--- src/include/level_irq_consts.vh ---
`ifndef LEVEL_IRQ_CONSTS_VH
`define LEVEL_IRQ_CONSTS_VH

// ------------------------------------------------------------
// Register addresses in the core register space
// ------------------------------------------------------------
`define ADDR_LEVEL_REQUEST 8'hDC
`define ADDR_LEVEL_MASK 8'hDD
`define ADDR_SYSTEM_MODE 8'hDE
`define ADDR_LEVEL_PRIORITY 8'hFF

// ------------------------------------------------------------
// System mode register fields
// ------------------------------------------------------------
`define MODE_GLOBAL_EN_BIT 0
`define MODE_FAST_EN_BIT 1
`define MODE_FAST_SEL_LSB 2
`define MODE_FAST_SEL_MSB 4
`define MODE_EXT_IF_BIT 7

// ------------------------------------------------------------
// Level priority register fields
// ------------------------------------------------------------
`define PRI_A_ORDER_BIT 0
`define PRI_GRP_ORD_LO_BIT 1
`define PRI_B_SPLIT_BIT 2
`define PRI_B_SUB_BIT 3
`define PRI_GRP_ORD_MID_BIT 4
`define PRI_C_SPLIT_BIT 5
`define PRI_C_SUB_BIT 6
`define PRI_GRP_ORD_HI_BIT 7

// Group order codes (bits 7,4,1)
`define GRP_B_C_A 3'h1
`define GRP_A_B_C 3'h2
`define GRP_B_A_C 3'h3
`define GRP_C_A_B 3'h4
`define GRP_C_B_A 3'h5
`define GRP_A_C_B 3'h6

// ------------------------------------------------------------
// Reset values
// ------------------------------------------------------------
`define RST_SYSTEM_MODE 8'h00
`define RST_LEVEL_MASK 8'h00
`define RST_LEVEL_PRIORITY 8'h00
`define RST_LEVEL_REQUEST 8'h00

`endif

--- src/rtl/level_interrupt_priority_ctrl.v ---
`timescale 1ns/100ps
`include "level_irq_consts.vh"

// Function
// - Lower priority number means more urgent; zero wins.
// - Within one level the source with lower vector address wins, fixed.
// - Enable instruction sets global enable bit 0; disable instruction clears it.
// - Software may also write the global enable bit directly.
// - Level mask bit n gates level n; 0 masks, 1 allows.
// - Mask contents undefined after reset; software writes it before enabling.
// - Levels grouped: A is 0-1, B is 2-4, C is 5-7.
// - Priority bits 7,4,1 order groups; 001 is B>C>A, 101 is C>B>A.
// - Bit 6 orders subgroup 6/7; bit 5 orders level 5 against subgroup.
// - Bit 3 orders subgroup 3/4; bit 2 orders level 2 against subgroup.
// - Priority bit 0 decides between level 0 and level 1.
// - Priority register undefined after reset; software programs it first.
// - Highest effective priority among enabled active requests is presented first.
// - Service needs global enable, unmasked level and source enabled.
// - Level request register is read-only, one pending flag per level.
// - Reset clears system mode bits 7, 1, 0; fast level select undefined.
// - System mode holds global enable and fast interrupt enable.
// - Ten sources map onto levels 0 to 7 as fixed wiring.
// - Request bits are zero after reset, one while a level requests.
// - Request bits keep tracking while globally disabled.
// - Acknowledge clears global enable; return instruction sets it again.
module level_interrupt_priority_ctrl
#(
  parameter NUM_SOURCES = 10,
  parameter NUM_LEVELS = 8
)
(
  input wire clk,
  input wire sys_rst,
  input wire [7:0] reg_addr,
  input wire reg_wr,
  input wire reg_rd,
  input wire [7:0] reg_wdata,
  output reg [7:0] reg_rdata,
  output reg reg_hit,
  input wire enable_interrupts_instruction,
  input wire disable_interrupts_instruction,
  input wire interrupt_return_instruction,
  input wire int_ack,
  input wire [NUM_SOURCES-1:0] src_req,
  output wire int_req,
  output reg [2:0] int_level,
  output reg [3:0] int_source,
  output reg int_fast
);

  // ------------------------------------------------------------
  // Presentation states
  // ------------------------------------------------------------
  localparam ST_IDLE = 2'b01;
  localparam ST_PRESENT = 2'b10;

  reg [7:0] system_mode_q;
  reg [7:0] level_mask_q;
  reg [7:0] level_priority_q;
  reg [7:0] level_request_q;
  reg [1:0] state_q;
  reg [1:0] state_d;
  reg [7:0] level_request_d;
  reg [7:0] eligible;
  reg win_found;
  reg [2:0] win_level;
  reg [3:0] win_key;
  reg [3:0] key_n;
  integer i;

  // ------------------------------------------------------------
  // Priority key of one level, smaller is more urgent
  // ------------------------------------------------------------
  // Key is group position times four plus rank inside the group, so
  // no two levels ever share a key and a plain minimum search works.
  function [3:0] level_key;
    input [7:0] pri;
    input [2:0] lvl;
    reg [2:0] code;
    reg [1:0] pos_a;
    reg [1:0] pos_b;
    reg [1:0] pos_c;
    reg [1:0] pos;
    reg [1:0] rank;
    begin
      code = {pri[`PRI_GRP_ORD_HI_BIT], pri[`PRI_GRP_ORD_MID_BIT], pri[`PRI_GRP_ORD_LO_BIT]};
      // Codes 000 and 111 carry no defined order; treat them as A>B>C
      case (code)
        `GRP_B_C_A:
        begin
          pos_a = 2'h2;
          pos_b = 2'h0;
          pos_c = 2'h1;
        end
        `GRP_B_A_C:
        begin
          pos_a = 2'h1;
          pos_b = 2'h0;
          pos_c = 2'h2;
        end
        `GRP_C_A_B:
        begin
          pos_a = 2'h1;
          pos_b = 2'h2;
          pos_c = 2'h0;
        end
        `GRP_C_B_A:
        begin
          pos_a = 2'h2;
          pos_b = 2'h1;
          pos_c = 2'h0;
        end
        `GRP_A_C_B:
        begin
          pos_a = 2'h0;
          pos_b = 2'h2;
          pos_c = 2'h1;
        end
        default:
        begin
          pos_a = 2'h0;
          pos_b = 2'h1;
          pos_c = 2'h2;
        end
      endcase
      // Rank inside each group
      case (lvl)
        3'h0:
        begin
          pos = pos_a;
          rank = pri[`PRI_A_ORDER_BIT] ? 2'h1 : 2'h0;
        end
        3'h1:
        begin
          pos = pos_a;
          rank = pri[`PRI_A_ORDER_BIT] ? 2'h0 : 2'h1;
        end
        3'h2:
        begin
          pos = pos_b;
          rank = pri[`PRI_B_SPLIT_BIT] ? 2'h2 : 2'h0;
        end
        3'h3:
        begin
          pos = pos_b;
          rank = (pri[`PRI_B_SPLIT_BIT] ? 2'h0 : 2'h1) + (pri[`PRI_B_SUB_BIT] ? 2'h1 : 2'h0);
        end
        3'h4:
        begin
          pos = pos_b;
          rank = (pri[`PRI_B_SPLIT_BIT] ? 2'h0 : 2'h1) + (pri[`PRI_B_SUB_BIT] ? 2'h0 : 2'h1);
        end
        3'h5:
        begin
          pos = pos_c;
          rank = pri[`PRI_C_SPLIT_BIT] ? 2'h2 : 2'h0;
        end
        3'h6:
        begin
          pos = pos_c;
          rank = (pri[`PRI_C_SPLIT_BIT] ? 2'h0 : 2'h1) + (pri[`PRI_C_SUB_BIT] ? 2'h1 : 2'h0);
        end
        default:
        begin
          pos = pos_c;
          rank = (pri[`PRI_C_SPLIT_BIT] ? 2'h0 : 2'h1) + (pri[`PRI_C_SUB_BIT] ? 2'h0 : 2'h1);
        end
      endcase
      level_key = {pos, rank};
    end
  endfunction

  // ------------------------------------------------------------
  // First requesting source of a level, lower vector first
  // ------------------------------------------------------------
  function [3:0] level_source;
    input [2:0] lvl;
    input [9:0] req;
    begin
      case (lvl)
        3'h0: level_source = req[0] ? 4'h0 : 4'h1;
        3'h1: level_source = 4'h2;
        3'h2: level_source = req[3] ? 4'h3 : 4'h4;
        3'h3: level_source = 4'h5;
        3'h4: level_source = 4'h6;
        3'h5: level_source = 4'h7;
        3'h6: level_source = 4'h8;
        default: level_source = 4'h9;
      endcase
    end
  endfunction

  // ------------------------------------------------------------
  // Source to level wiring
  // ------------------------------------------------------------
  // Sources arrive already gated by their own peripheral enable, so a
  // disabled source never reaches the request flags.
  always @*
  begin
    level_request_d = {src_req[9], src_req[8], src_req[7], src_req[6], src_req[5],
                       src_req[4] | src_req[3], src_req[2], src_req[1] | src_req[0]};
  end

  // ------------------------------------------------------------
  // Winner search over eligible levels
  // ------------------------------------------------------------
  always @*
  begin
    eligible = level_request_q & level_mask_q &
               {NUM_LEVELS{system_mode_q[`MODE_GLOBAL_EN_BIT]}};
    win_found = 1'b0;
    win_level = 3'h0;
    win_key = 4'hF;
    key_n = 4'hF;
    for (i = 0; i < NUM_LEVELS; i = i + 1)
    begin
      key_n = level_key(level_priority_q, i[2:0]);
      if (eligible[i] && (!win_found || key_n < win_key))
      begin
        win_found = 1'b1;
        win_level = i[2:0];
        win_key = key_n;
      end
    end
  end

  // ------------------------------------------------------------
  // Presentation state machine
  // ------------------------------------------------------------
  // A held level is dropped if it stops being eligible, so a disable
  // or mask write never leaves a stale request in front of the core.
  always @*
  begin
    state_d = state_q;
    case (state_q)
      ST_IDLE:
        if (win_found)
          state_d = ST_PRESENT;
      ST_PRESENT:
        if (int_ack || !eligible[int_level])
          state_d = ST_IDLE;
      default:
        state_d = ST_IDLE;
    endcase
  end

  assign int_req = state_q[1];

  always @(posedge clk)
  begin
    if (sys_rst)
    begin
      state_q <= ST_IDLE;
      int_level <= 3'h0;
      int_source <= 4'h0;
      int_fast <= 1'b0;
    end
    else
    begin
      state_q <= state_d;
      // Winner latched on entry only, then frozen until acknowledged or dropped
      if (state_q == ST_IDLE && win_found)
      begin
        int_level <= win_level;
        int_source <= level_source(win_level, src_req);
        int_fast <= system_mode_q[`MODE_FAST_EN_BIT] &&
                    (system_mode_q[`MODE_FAST_SEL_MSB:`MODE_FAST_SEL_LSB] == win_level);
      end
    end
  end

  // ------------------------------------------------------------
  // Level request flags
  // ------------------------------------------------------------
  // Tracked regardless of the global enable so software can poll them.
  always @(posedge clk)
  begin
    if (sys_rst)
      level_request_q <= `RST_LEVEL_REQUEST;
    else
      level_request_q <= level_request_d;
  end

  // ------------------------------------------------------------
  // System mode register
  // ------------------------------------------------------------
  // Later statements win: acknowledge beats return and enable, which
  // beat disable, which beats a plain write of the same bit.
  always @(posedge clk)
  begin
    if (sys_rst)
      system_mode_q <= `RST_SYSTEM_MODE;
    else
    begin
      if (reg_wr && reg_addr == `ADDR_SYSTEM_MODE)
        system_mode_q <= reg_wdata;
      if (disable_interrupts_instruction)
        system_mode_q[`MODE_GLOBAL_EN_BIT] <= 1'b0;
      if (enable_interrupts_instruction || interrupt_return_instruction)
        system_mode_q[`MODE_GLOBAL_EN_BIT] <= 1'b1;
      if (int_ack && state_q == ST_PRESENT)
        system_mode_q[`MODE_GLOBAL_EN_BIT] <= 1'b0;
    end
  end

  // ------------------------------------------------------------
  // Mask and priority registers
  // ------------------------------------------------------------
  // Reset value is a fixed zero; software must still program both.
  always @(posedge clk)
  begin
    if (sys_rst)
    begin
      level_mask_q <= `RST_LEVEL_MASK;
      level_priority_q <= `RST_LEVEL_PRIORITY;
    end
    else if (reg_wr)
    begin
      if (reg_addr == `ADDR_LEVEL_MASK)
        level_mask_q <= reg_wdata;
      if (reg_addr == `ADDR_LEVEL_PRIORITY)
        level_priority_q <= reg_wdata;
    end
  end

  // ------------------------------------------------------------
  // Register read port
  // ------------------------------------------------------------
  // Writes to the request register are ignored; it is loaded only from the sources.
  always @(posedge clk)
  begin
    if (sys_rst)
    begin
      reg_rdata <= 8'h00;
      reg_hit <= 1'b0;
    end
    else
    begin
      reg_hit <= 1'b0;
      if (reg_rd)
      begin
        reg_hit <= 1'b1;
        case (reg_addr)
          `ADDR_LEVEL_REQUEST: reg_rdata <= level_request_q;
          `ADDR_LEVEL_MASK: reg_rdata <= level_mask_q;
          `ADDR_SYSTEM_MODE: reg_rdata <= system_mode_q;
          `ADDR_LEVEL_PRIORITY: reg_rdata <= level_priority_q;
          default:
          begin
            reg_rdata <= 8'h00;
            reg_hit <= 1'b0;
          end
        endcase
      end
    end
  end

endmodule

--- config.mk ---
export PLATFORM = sky130hd
export DESIGN_NAME = level_interrupt_priority_ctrl
export DESIGN_NICKNAME = d
export VERILOG_FILES = /design/src/rtl/level_interrupt_priority_ctrl.v
export VERILOG_INCLUDE_DIRS = /design/src /design/src/include
export SDC_FILE = /design/constraint.sdc
export NUM_CORES = 1
export LEC_CHECK = 0
export ABC_AREA = 1
export BUFFER_PORTS_ARGS = -buffer_cell sky130_fd_sc_hd__clkbuf_2
export CAP_MARGIN = 10
export CORE_MARGIN = 10
export CORE_UTILIZATION = 61
export DETAILED_ROUTE_END_ITERATION = 10
export PLACE_DENSITY = 0.85
export SLEW_MARGIN = 5
export SYNTH_ARGS = -nofsm -noshare
export SYNTH_HDL_FRONTEND = slang
export SYNTH_SLANG_ARGS = --single-unit
export TNS_END_PERCENT = 50
--- constraint.sdc ---
create_clock -name clk -period 11.9 [get_ports clk]
set_clock_uncertainty 0.05 [all_clocks]
set_input_delay 1.19 -clock clk [delete_from_list [all_inputs] [get_ports clk]]
set_output_delay 1.19 -clock clk [all_outputs]
set_load 0.05 [all_outputs]
* After elaboration in Yosys (flattened, before gate mapping)
Cells that the tools add are included.
Storage, ports and cells: register bits after elaboration 51, bits in latches 0, memory bits (writable) 0, bits in read-only memories 0, output and inout bits 18, memories kept 0
Cells by class: add/sub/neg operators 4, $mul 0, divide/modulo/power cells 0, $lt $le $gt $ge 8, equality and inequality tests 20, shifts and indexed selects 0, muxes and demuxes 48, bitwise logic cells 5, reductions and logical operators 42
Operator list (number):
- $eq A8 B8 Y1 const B | 4
- $pmux W8 S4 | 1
- $lt A4 B4 Y1 | 7
- $mux W4 | 7
- $pmux W4 S7 | 1
- $mux W1 | 23
- $mux W3 | 7
- $eq A3 B3 Y1 const B | 6
- $and A8 B8 Y8 | 2
- $pmux W2 S2 | 4
- $reduce_or A2 Y1 | 8
- $logic_and A1 B1 Y1 | 11
- $eq A3 B2 Y1 const B | 3
- $logic_or A1 B1 Y1 | 9
- $logic_not A1 Y1 | 8
- $mux W2 | 4
- $eq A3 B1 Y1 const B | 2
- $reduce_and A2 Y1 | 3
- $add A1 B1 Y2 | 2
- $add A2 B1 Y2 | 2
- $lt A3 B4 Y1 const B | 1
- $ne A2 B2 Y1 const B | 2
- $reduce_or A4 Y1 | 1
- $bmux W1 S3 | 1
- 7 further kinds | 8

* Logic depth before layout (Yosys ltp)
Gate-level depths: netlist of run 1.
depth in word-level cells 34, depth in mapped cells 63

* Least setup slack after synthesis of run 1
Ideal clock, no wire load.
kind reg2reg, start reg level_priority_q[7], in the netlist level_key.pri[7], end reg int_fast, arrival time 6.122 ns, data required time 11.719 ns, path slack 5.597 ns, cell stages (with the launch flop) 52, buffers on the path 1, period minus slack after synthesis 6.303 ns, path through dfxtp_1 inv_1 nor2_1 nor3b_1 ha_1 nand2_1 inv_1 nand2_1 nand2_1 nand2_2 nand2_4 nand2_1 o21ai_0 ha_1 nand2_1 inv_1 nand2_1 nand2_1 [16 not listed] ha_1 a21oi_1 nand2_1 nand2_2 nand2_4 nand2_1 o21ai_0 ha_1 a21oi_1 nand2_1 nand2_2 nand2_4 nand2_2 inv_2 nor2_1 nor2_1 nand2_1 a21oi_2
Between the ends: word-level cells in the longest chain between the ends 34, elaborated cells on any way between the ends 65
RTL lines:
- start: declaration | RTL line level_interrupt_priority_ctrl.v:59 | reg [7:0] level_priority_q;
- start signal: assignment | RTL line level_interrupt_priority_ctrl.v:315 | level_priority_q <= `RST_LEVEL_PRIORITY;
- start signal: assignment | RTL line level_interrupt_priority_ctrl.v:322 | level_priority_q <= reg_wdata;
- $eq A3 B3 Y1 (tied with other cells) | RTL line level_interrupt_priority_ctrl.v:88 | case (code)
- $reduce_or A2 Y1 (no source line)
- $pmux W2 S2 | RTL line level_interrupt_priority_ctrl.v:88
- $mux W4 | RTL line level_interrupt_priority_ctrl.v:218 | if (eligible[i] && (!win_found || key_n < win_key))
- $lt A4 B4 Y1 | RTL line level_interrupt_priority_ctrl.v:218
- $logic_or A1 B1 Y1 | RTL line level_interrupt_priority_ctrl.v:218
- $logic_and A1 B1 Y1 | RTL line level_interrupt_priority_ctrl.v:218
- $mux W4 / $mux W1 (equally long branches) | RTL line level_interrupt_priority_ctrl.v:218
- [18 not listed]
- $logic_and A1 B1 Y1 | RTL line level_interrupt_priority_ctrl.v:218
- $mux W4 / $mux W1 (equally long branches) | RTL line level_interrupt_priority_ctrl.v:218
- $lt A4 B4 Y1 / $logic_not A1 Y1 (equally long branches) | RTL line level_interrupt_priority_ctrl.v:218
- $logic_or A1 B1 Y1 | RTL line level_interrupt_priority_ctrl.v:218
- $logic_and A1 B1 Y1 | RTL line level_interrupt_priority_ctrl.v:218
- $mux W3 | RTL line level_interrupt_priority_ctrl.v:218
- $eq A3 B3 Y1 | RTL line level_interrupt_priority_ctrl.v:267 | (system_mode_q[`MODE_FAST_SEL_MSB:`MODE_FAST_SEL_LSB] == win_level);
- $logic_and A1 B1 Y1 | RTL line level_interrupt_priority_ctrl.v:266 | int_fast <= system_mode_q[`MODE_FAST_EN_BIT] &&
- end signal: assignment | RTL line level_interrupt_priority_ctrl.v:266
- end: declaration | RTL line level_interrupt_priority_ctrl.v:48 | output reg int_fast
Parallel ways exist; a longest one is shown, timed or not. A chain may end at the register's enable or synchronous reset.

* Worst setup path in the final report of run 1
start reg level_priority_q[7], in the netlist level_key.pri[7], end reg int_source[1]
Between the ends: word-level cells in the longest chain between the ends 34, elaborated cells on any way between the ends 71
RTL lines:
- $eq A3 B3 Y1 (tied with other cells) | RTL line level_interrupt_priority_ctrl.v:88
- $reduce_or A2 Y1 (no source line)
- $pmux W2 S2 | RTL line level_interrupt_priority_ctrl.v:88
- $mux W4 | RTL line level_interrupt_priority_ctrl.v:218
- $lt A4 B4 Y1 | RTL line level_interrupt_priority_ctrl.v:218
- $logic_or A1 B1 Y1 | RTL line level_interrupt_priority_ctrl.v:218
- $logic_and A1 B1 Y1 | RTL line level_interrupt_priority_ctrl.v:218
- $mux W4 / $mux W1 (equally long branches) | RTL line level_interrupt_priority_ctrl.v:218
- [18 not listed]
- $logic_and A1 B1 Y1 | RTL line level_interrupt_priority_ctrl.v:218
- $mux W4 / $mux W1 (equally long branches) | RTL line level_interrupt_priority_ctrl.v:218
- $lt A4 B4 Y1 / $logic_not A1 Y1 (equally long branches) | RTL line level_interrupt_priority_ctrl.v:218
- $logic_or A1 B1 Y1 | RTL line level_interrupt_priority_ctrl.v:218
- $logic_and A1 B1 Y1 | RTL line level_interrupt_priority_ctrl.v:218
- $mux W3 | RTL line level_interrupt_priority_ctrl.v:218
- $eq A3 B3 Y1 (tied with other cells) | RTL line level_interrupt_priority_ctrl.v:180 | case (lvl)
- $pmux W4 S7 | RTL line level_interrupt_priority_ctrl.v:180
- end signal: assignment | RTL line level_interrupt_priority_ctrl.v:265 | int_source <= level_source(win_level, src_req);
- end: declaration | RTL line level_interrupt_priority_ctrl.v:47 | output reg [3:0] int_source,
Parallel ways exist; a longest one is shown, timed or not.

==> results of run 1 <==
==> final timing paths <==
path / from / endpoint
setup / recovery: level_key.pri[7]$_SDFFE_PP0P_ / int_source[1]$_SDFFE_PP0P_
hold reg to reg: system_mode_q[5]$_SDFFE_PP0P_ / system_mode_q[5]$_SDFFE_PP0P_
setup reg to reg: level_key.pri[7]$_SDFFE_PP0P_ / int_source[1]$_SDFFE_PP0P_
hold / removal: system_mode_q[5]$_SDFFE_PP0P_ / system_mode_q[5]$_SDFFE_PP0P_
==> registers in the layout (all words and copies together) (netlist names) <==
register / flops
int_fast: 1
int_level: 3
int_source: 4
level_key.pri: 8
level_mask_q: 8
level_request_q: 8
reg_hit: 1
reg_rdata: 8
state_q: 2
system_mode_q: 8
==> cells by family (layout without fill, tap and decap cells) <==
group / after synthesis / after routing / synth area share (%)
buf+inv: 93 / 143 / 11.1
simple gates: 179 / 179 / 25.6
fa+ha+maj: 22 / 22 / 8.75
compound gates: 115 / 115 / 22.1
flops: 51 / 51 / 32.5
==> routing by layer <==
metal	track usage, %	vias up
li1	-	1619
met4	5.01	0
met3	3.50	20
met2	33.2	113
met5	0	-
met1	24.3	1378
==> layout make-up <==
| type | instances | area, sq um | area share (%) |
|---|---|---|---|
| well taps | 70 | 87.6 | 2.44 |
| clock inverters | 3 | 67.6 | 1.88 |
| clock buffers | 5 | 68.8 | 1.92 |
| flip-flops and latches | 51 | 1020 | 28.4 |
| multi-input cells | 316 | 1770 | 49.4 |
| repair buffers | 51 | 255 | 7.11 |
| inverters | 84 | 315 | 8.78 |
==> through the flow <==
step	total power, mW	utilization [%]	hold WS [ns]	setup WS (ns)
2_1_floorplan	0.186	-	0.380	5.60
3_3_place_gp	0.194	68.5	0.391	4.62
3_5_place_dp	0.195	68.5	0.400	4.49
4_1_cts	0.333	71.2	0.413	4.47
5_1_grt	0.343	71.2	0.443	3.43
6_report	0.334	71.2	0.408	4.46
==> critical path, delay by kind of cell (launching register included) <==
family                   cells  cell delay, ns
flip-flops                   1            0.32
AND/OR/NAND/NOR             32            3.07
buffers and inverters        4            0.22
AO/OA/AOI/OAI                9            1.84
adder cells (fa/ha/maj)      6            1.88
==> report_power, final <==
group | total, mW | leakage (nW) | switching (mW) | internal (mW)
combinational | 0.0168 | 1.27 | 0.0103 | 0.00651
clock | 0.143 | 0.0644 | 0.0594 | 0.0838
sequential | 0.174 | 0.413 | 0.00169 | 0.173
==> placed cells by master, fill, tap and decap left out, types with 4 or more instances in the layout <==
master / Yosys / final
o22ai_1: 16 / 16
clkbuf_2: 0 / 51
clkbuf_8: 0 / 5
dfxtp_1: 51 / 51
ha_1: 22 / 22
nand2_4: 6 / 6
a211oi_1: 9 / 9
a21oi_2: 4 / 4
o21ai_0: 37 / 37
nor3_1: 5 / 5
nand3_1: 15 / 15
a21oi_1: 27 / 27
inv_1: 82 / 82
a221oi_1: 8 / 8
o211ai_1: 5 / 5
nand2_1: 87 / 87
nor2_1: 46 / 46
nand2_2: 10 / 10
==> metrics.cfg, run 1 <==
[grt]
grt_pass1_vias=3033
grt_pass1_wl_um=13800
grt_max_degree=23
grt_remaining_overflow=0
antenna_found_initial=0
grt_use_total_pct=19.3

[clocking]
ctsResizeCount=0
insertion_delay_ns=0.31
clkSlewWorstSetupHoldPaths_ns=0.10
cts_made_buffers=5
htreeDepth=2
clock_sinks=51
cts_buffer_depth=2
holdBufCountCts=0
postCtsSetupBuffers=0
cts_root_buf=clkbuf_8
cts_tree=yes

[setup_path]
worst_ep_arrival_time_ns=7.63
startpoint_type=flip-flop
cp_slowest_cell=nor3b_1
required_ns=12.09
worst_setup_path_end_kind=flip-flop
crit_path_max_incr_delay_ns=0.68
ff2ff_path_depth=51
path_class=reg -> reg
r2r_slack_ns=4.46
cp_max_fo=11
timing.critical_path.mode_cell=nand2_1

[detailed_routing]
routed_wl_um=8100
drt-met1-wl_um=3680
dr.pass1.iters=7
top_layer=met4
first_iter_violations=275
dr_wl_met3_um=451
drcViolationCount=0
ant_nets=0
vias_per_cell=5.40
drt-wirelength-per-cell_um=14.0
met2WireLength_um=3860
dr_total_vias=3130

[synthesis]
ys_seq_elements=51
synth_edf_count=0
synth_top_flop_cell=dfxtp_1
syn_inst=460
syn_area_per_cell_sq_um=6.84
yosys_warnings=0
synth_top_cell_area_share_pct=32.5
synth_common_cells=nand2_1, inv_1, dfxtp_1
synth.most_common_cell=nand2_1
async_reset_ff_share_pct=0
yosysTopAreaCell=dfxtp_1
synthesis.area_sq_um=3140
ys_seq_area_share_pct=32.5
ys_types=31
synth_fp_nets=516
synthTopCellsByArea=dfxtp_1, nand2_1, inv_1, ha_1, o21ai_0

[floorplanning]
fp.dieW_um=91.8
die_area_sq_um=8430
fp.dieH_um=91.8
ios=52
core_sq_um=5040
start_util_pct=62.4
rows=26

[layout]
fin_area_sq_um=3590
drive_gt1_share_pct=16.9
diodes=0
syn_to_final_growth_pct=14.2
layout.cells.non_filler=580
fillers=429
fin_nets=565

[timing]
rsz0062_at_grt=no
min_period_ns=7.44
fin_tns_setup_ns=0
maxSlewViolCount=0
max_slew_margin_pct=49.4
tightestPinTransition_ns=0.757
setup_violations=0
hold_viol=0
finalCritPeriodShare_pct=62.5
fmax_mhz=134

[min_path]
min_path_type=reg -> reg
hold_depth=2

[placement]
dpl-instance-area_sq_um=3450
place_congestion=0.962
place_hpwl_um=6400
io_buffers=51
placed_cells=572

[power]
power_density_nw_per_um2=93.1
ir_drop_uv=139
p_leak_nw=1.75

[job]
maxCapViolations=0

[status]
status=complete, no violations

(Power assumes the default switching activity.)
==> run 2, diff against run 1 <==
- ABC_AREA: 1 -> 0
- CORE_UTILIZATION: 61 -> 52
- PLACE_DENSITY: 0.85 -> 0.77
- clock period: 11.9 -> 6.8 ns (I/O delays scaled with it)
==> metrics.cfg, run 2 <==
[status]
status=finished with violations
violations=negative setup slack

[synthesis]
syn_inst=418  ; -9.1%
synth.most_common_cell=nand2_1
synth_edf_count=0  ; unchanged
synth_fp_nets=474  ; -8.1%
ys_seq_elements=51  ; unchanged
synthTopCellsByArea=dfxtp_1, ha_1, nand2_1, a21oi_1, nand3_1
ys_seq_area_share_pct=30.3  ; -2.2 points
synth_common_cells=nand2_1, dfxtp_1, a21oi_1
synth_top_flop_cell=dfxtp_1
async_reset_ff_share_pct=0  ; unchanged
syn_area_per_cell_sq_um=8.07  ; +18%
synthesis.area_sq_um=3370  ; +7.2%
yosys_warnings=0  ; unchanged
synth_top_cell_area_share_pct=30.3  ; -2.2 points
ys_types=65  ; +110%
yosysTopAreaCell=dfxtp_1

[placement]
place_hpwl_um=8540  ; +33%
pre_cts_ws_ns=-1.96  ; -6.45 ns
place_congestion=0.930  ; -3.4%
io_buffers=51  ; unchanged
placed_cells=587  ; +2.6%
dpl-instance-area_sq_um=4300  ; +25%

[setup_path]
timing.critical_path.mode_cell=a21oi_2
worst_ep_arrival_time_ns=8.92  ; +1.29 ns
cp_slowest_cell=dfxtp_4
startpoint=level_key.pri[1]$_SDFFE_PP0P_
timing.rr.start=level_key.pri[1]$_SDFFE_PP0P_
path_class=reg -> reg
worst_setup_path_end_kind=flip-flop
startpoint_type=flip-flop
cp_max_fo=5  ; -6
required_ns=6.97  ; -5.12 ns
crit_path_max_incr_delay_ns=0.38  ; -0.30 ns

[floorplanning]
rows=29  ; +12%
core_sq_um=6310  ; +25%
start_util_pct=53.4  ; -8.9 points
fp.dieH_um=101  ; +9.5%
fp.dieW_um=101  ; +9.5%
die_area_sq_um=10100  ; +20%
ios=52  ; unchanged

[grt]
grt_use_total_pct=22.4  ; +3.1 points
grt_max_degree=46  ; +100%
grt_pass1_wl_um=18800  ; +37%
grt_remaining_overflow=0  ; unchanged
grt_pass1_vias=3754  ; +24%
antenna_found_initial=0  ; unchanged

[clocking]
cts_made_buffers=5  ; unchanged
holdBufCountCts=0  ; unchanged
insertion_delay_ns=0.31  ; about the same
clkSlewWorstSetupHoldPaths_ns=0.10  ; about the same
cts_root_buf=clkbuf_8
cts_buffer_depth=2  ; unchanged
clock_sinks=51  ; unchanged
htreeDepth=2  ; unchanged
cts_tree=yes

[timing]
timing.hold.ws_ns=0.426  ; +0.0180 ns
hold_viol=0  ; unchanged
fin_tns_setup_ns=-14.68  ; -14.68 ns
rsz0062_at_grt=yes
fmax_mhz=114  ; -15%
max_slew_margin_pct=15.2  ; -34 points
setup_slack_ns=-1.95  ; -6.41 ns
min_period_ns=8.75  ; +1.31 ns
finalCritPeriodShare_pct=129  ; +66 points
maxSlewViolCount=0  ; unchanged
tightestPinTransition_ns=1.26  ; +0.501 ns
setup_violations=8  ; +8

[detailed_routing]
drcViolationCount=0  ; unchanged
vias_per_cell=6.03  ; +12%
dr_total_vias=3747  ; +20%
first_iter_violations=235  ; -15%
drt-wirelength-per-cell_um=18.8  ; +35%
dr.pass1.iters=4  ; -3
ant_nets=0  ; unchanged
routed_wl_um=11700  ; +44%

[layout]
drive_gt1_share_pct=41.7  ; +25 points
layout.cells.non_filler=621  ; +7.1%
final_common_cell=buf_4
syn_to_final_growth_pct=44.4
fin_area_sq_um=4870  ; +36%
fin_nets=599  ; +6.0%
utilization_pct=77.1  ; +5.9 points
diodes=0  ; unchanged
final_cell_mix=buf_4, nand2_1, clkbuf_2, dfxtp_1, nand3_1

[power]
power_density_nw_per_um2=116  ; +24%
p_leak_nw=2.12  ; +21%
ir_drop_uv=178  ; +28%
power_uw=563  ; +68%

[min_path]
min_path_type=reg -> reg
hp-start=system_mode_q[6]$_SDFFE_PP0P_

[job]
maxCapViolations=0  ; unchanged

[run 2: report_power, final]
group	switching [mW]	internal, mW	total [mW]
clock network	0.102	0.121	0.223
registers	0.00332	0.301	0.304
logic	0.0215	0.0138	0.0353
[run 2: worst paths after layout]
kind	to	slack [ns]	cells after the start
max	int_fast$_SDFFE_PP0P_	-1.95	42
min	system_mode_q[6]$_SDFFE_PP0P_	0.43	2
max reg2reg	int_fast$_SDFFE_PP0P_	-1.95	42
min reg2reg	system_mode_q[6]$_SDFFE_PP0P_	0.43	2
[run 2: cell type report]
| type | count | area, sq um |
|---|---|---|
| clock inverters | 2 | 38.8 |
| multi-input cells | 335 | 2680 |
| inverters | 15 | 56.3 |
| well taps | 77 | 96.3 |
| fillers | 462 | 1440 |
| flip-flops and latches | 51 | 1030 |
| clock buffers | 6 | 82.6 |
| repair buffers | 135 | 890 |
[run 2: layer usage]
metal / track usage (%) / share of wire, %
met3: 3.64 / 5.5
met1: 26.8 / 42
met4: 9.02 / 3.3
met2: 38.9 / 49
met5: 0 / 0
[run 2: repair_timing]
item	CTS	global route
cloned	0	0
gates resized for setup	27	21
endpoints found under the setup margin	8	8
pin swaps	19	33
buffers inserted	13	14
[run 2: worst max-delay path, delay by kind of cell (launching register included)]
kind / cells / cell delay (ns)
AOI/OAI and AO/OA: 23 / 4.09
adders and majority gates: 6 / 1.71
muxes: 5 / 1.55
and+or+nand+nor: 6 / 0.65
DFF: 1 / 0.38
buffers and inverters: 2 / 0.20
[run 2: logic make-up after synthesis]
kind of cell             count (synthesis)  share of synthesized area [%]
buffers and inverters                   32                           3.78
AO/OA/AOI/OAI                          126                           27.9
adder cells (fa/ha/maj)                 22                           8.16
multiplexers                            14                           4.82
XOR/XNOR                                 1                          0.260
AND/OR/NAND/NOR                        172                           24.8
flip-flops                              51                           30.3
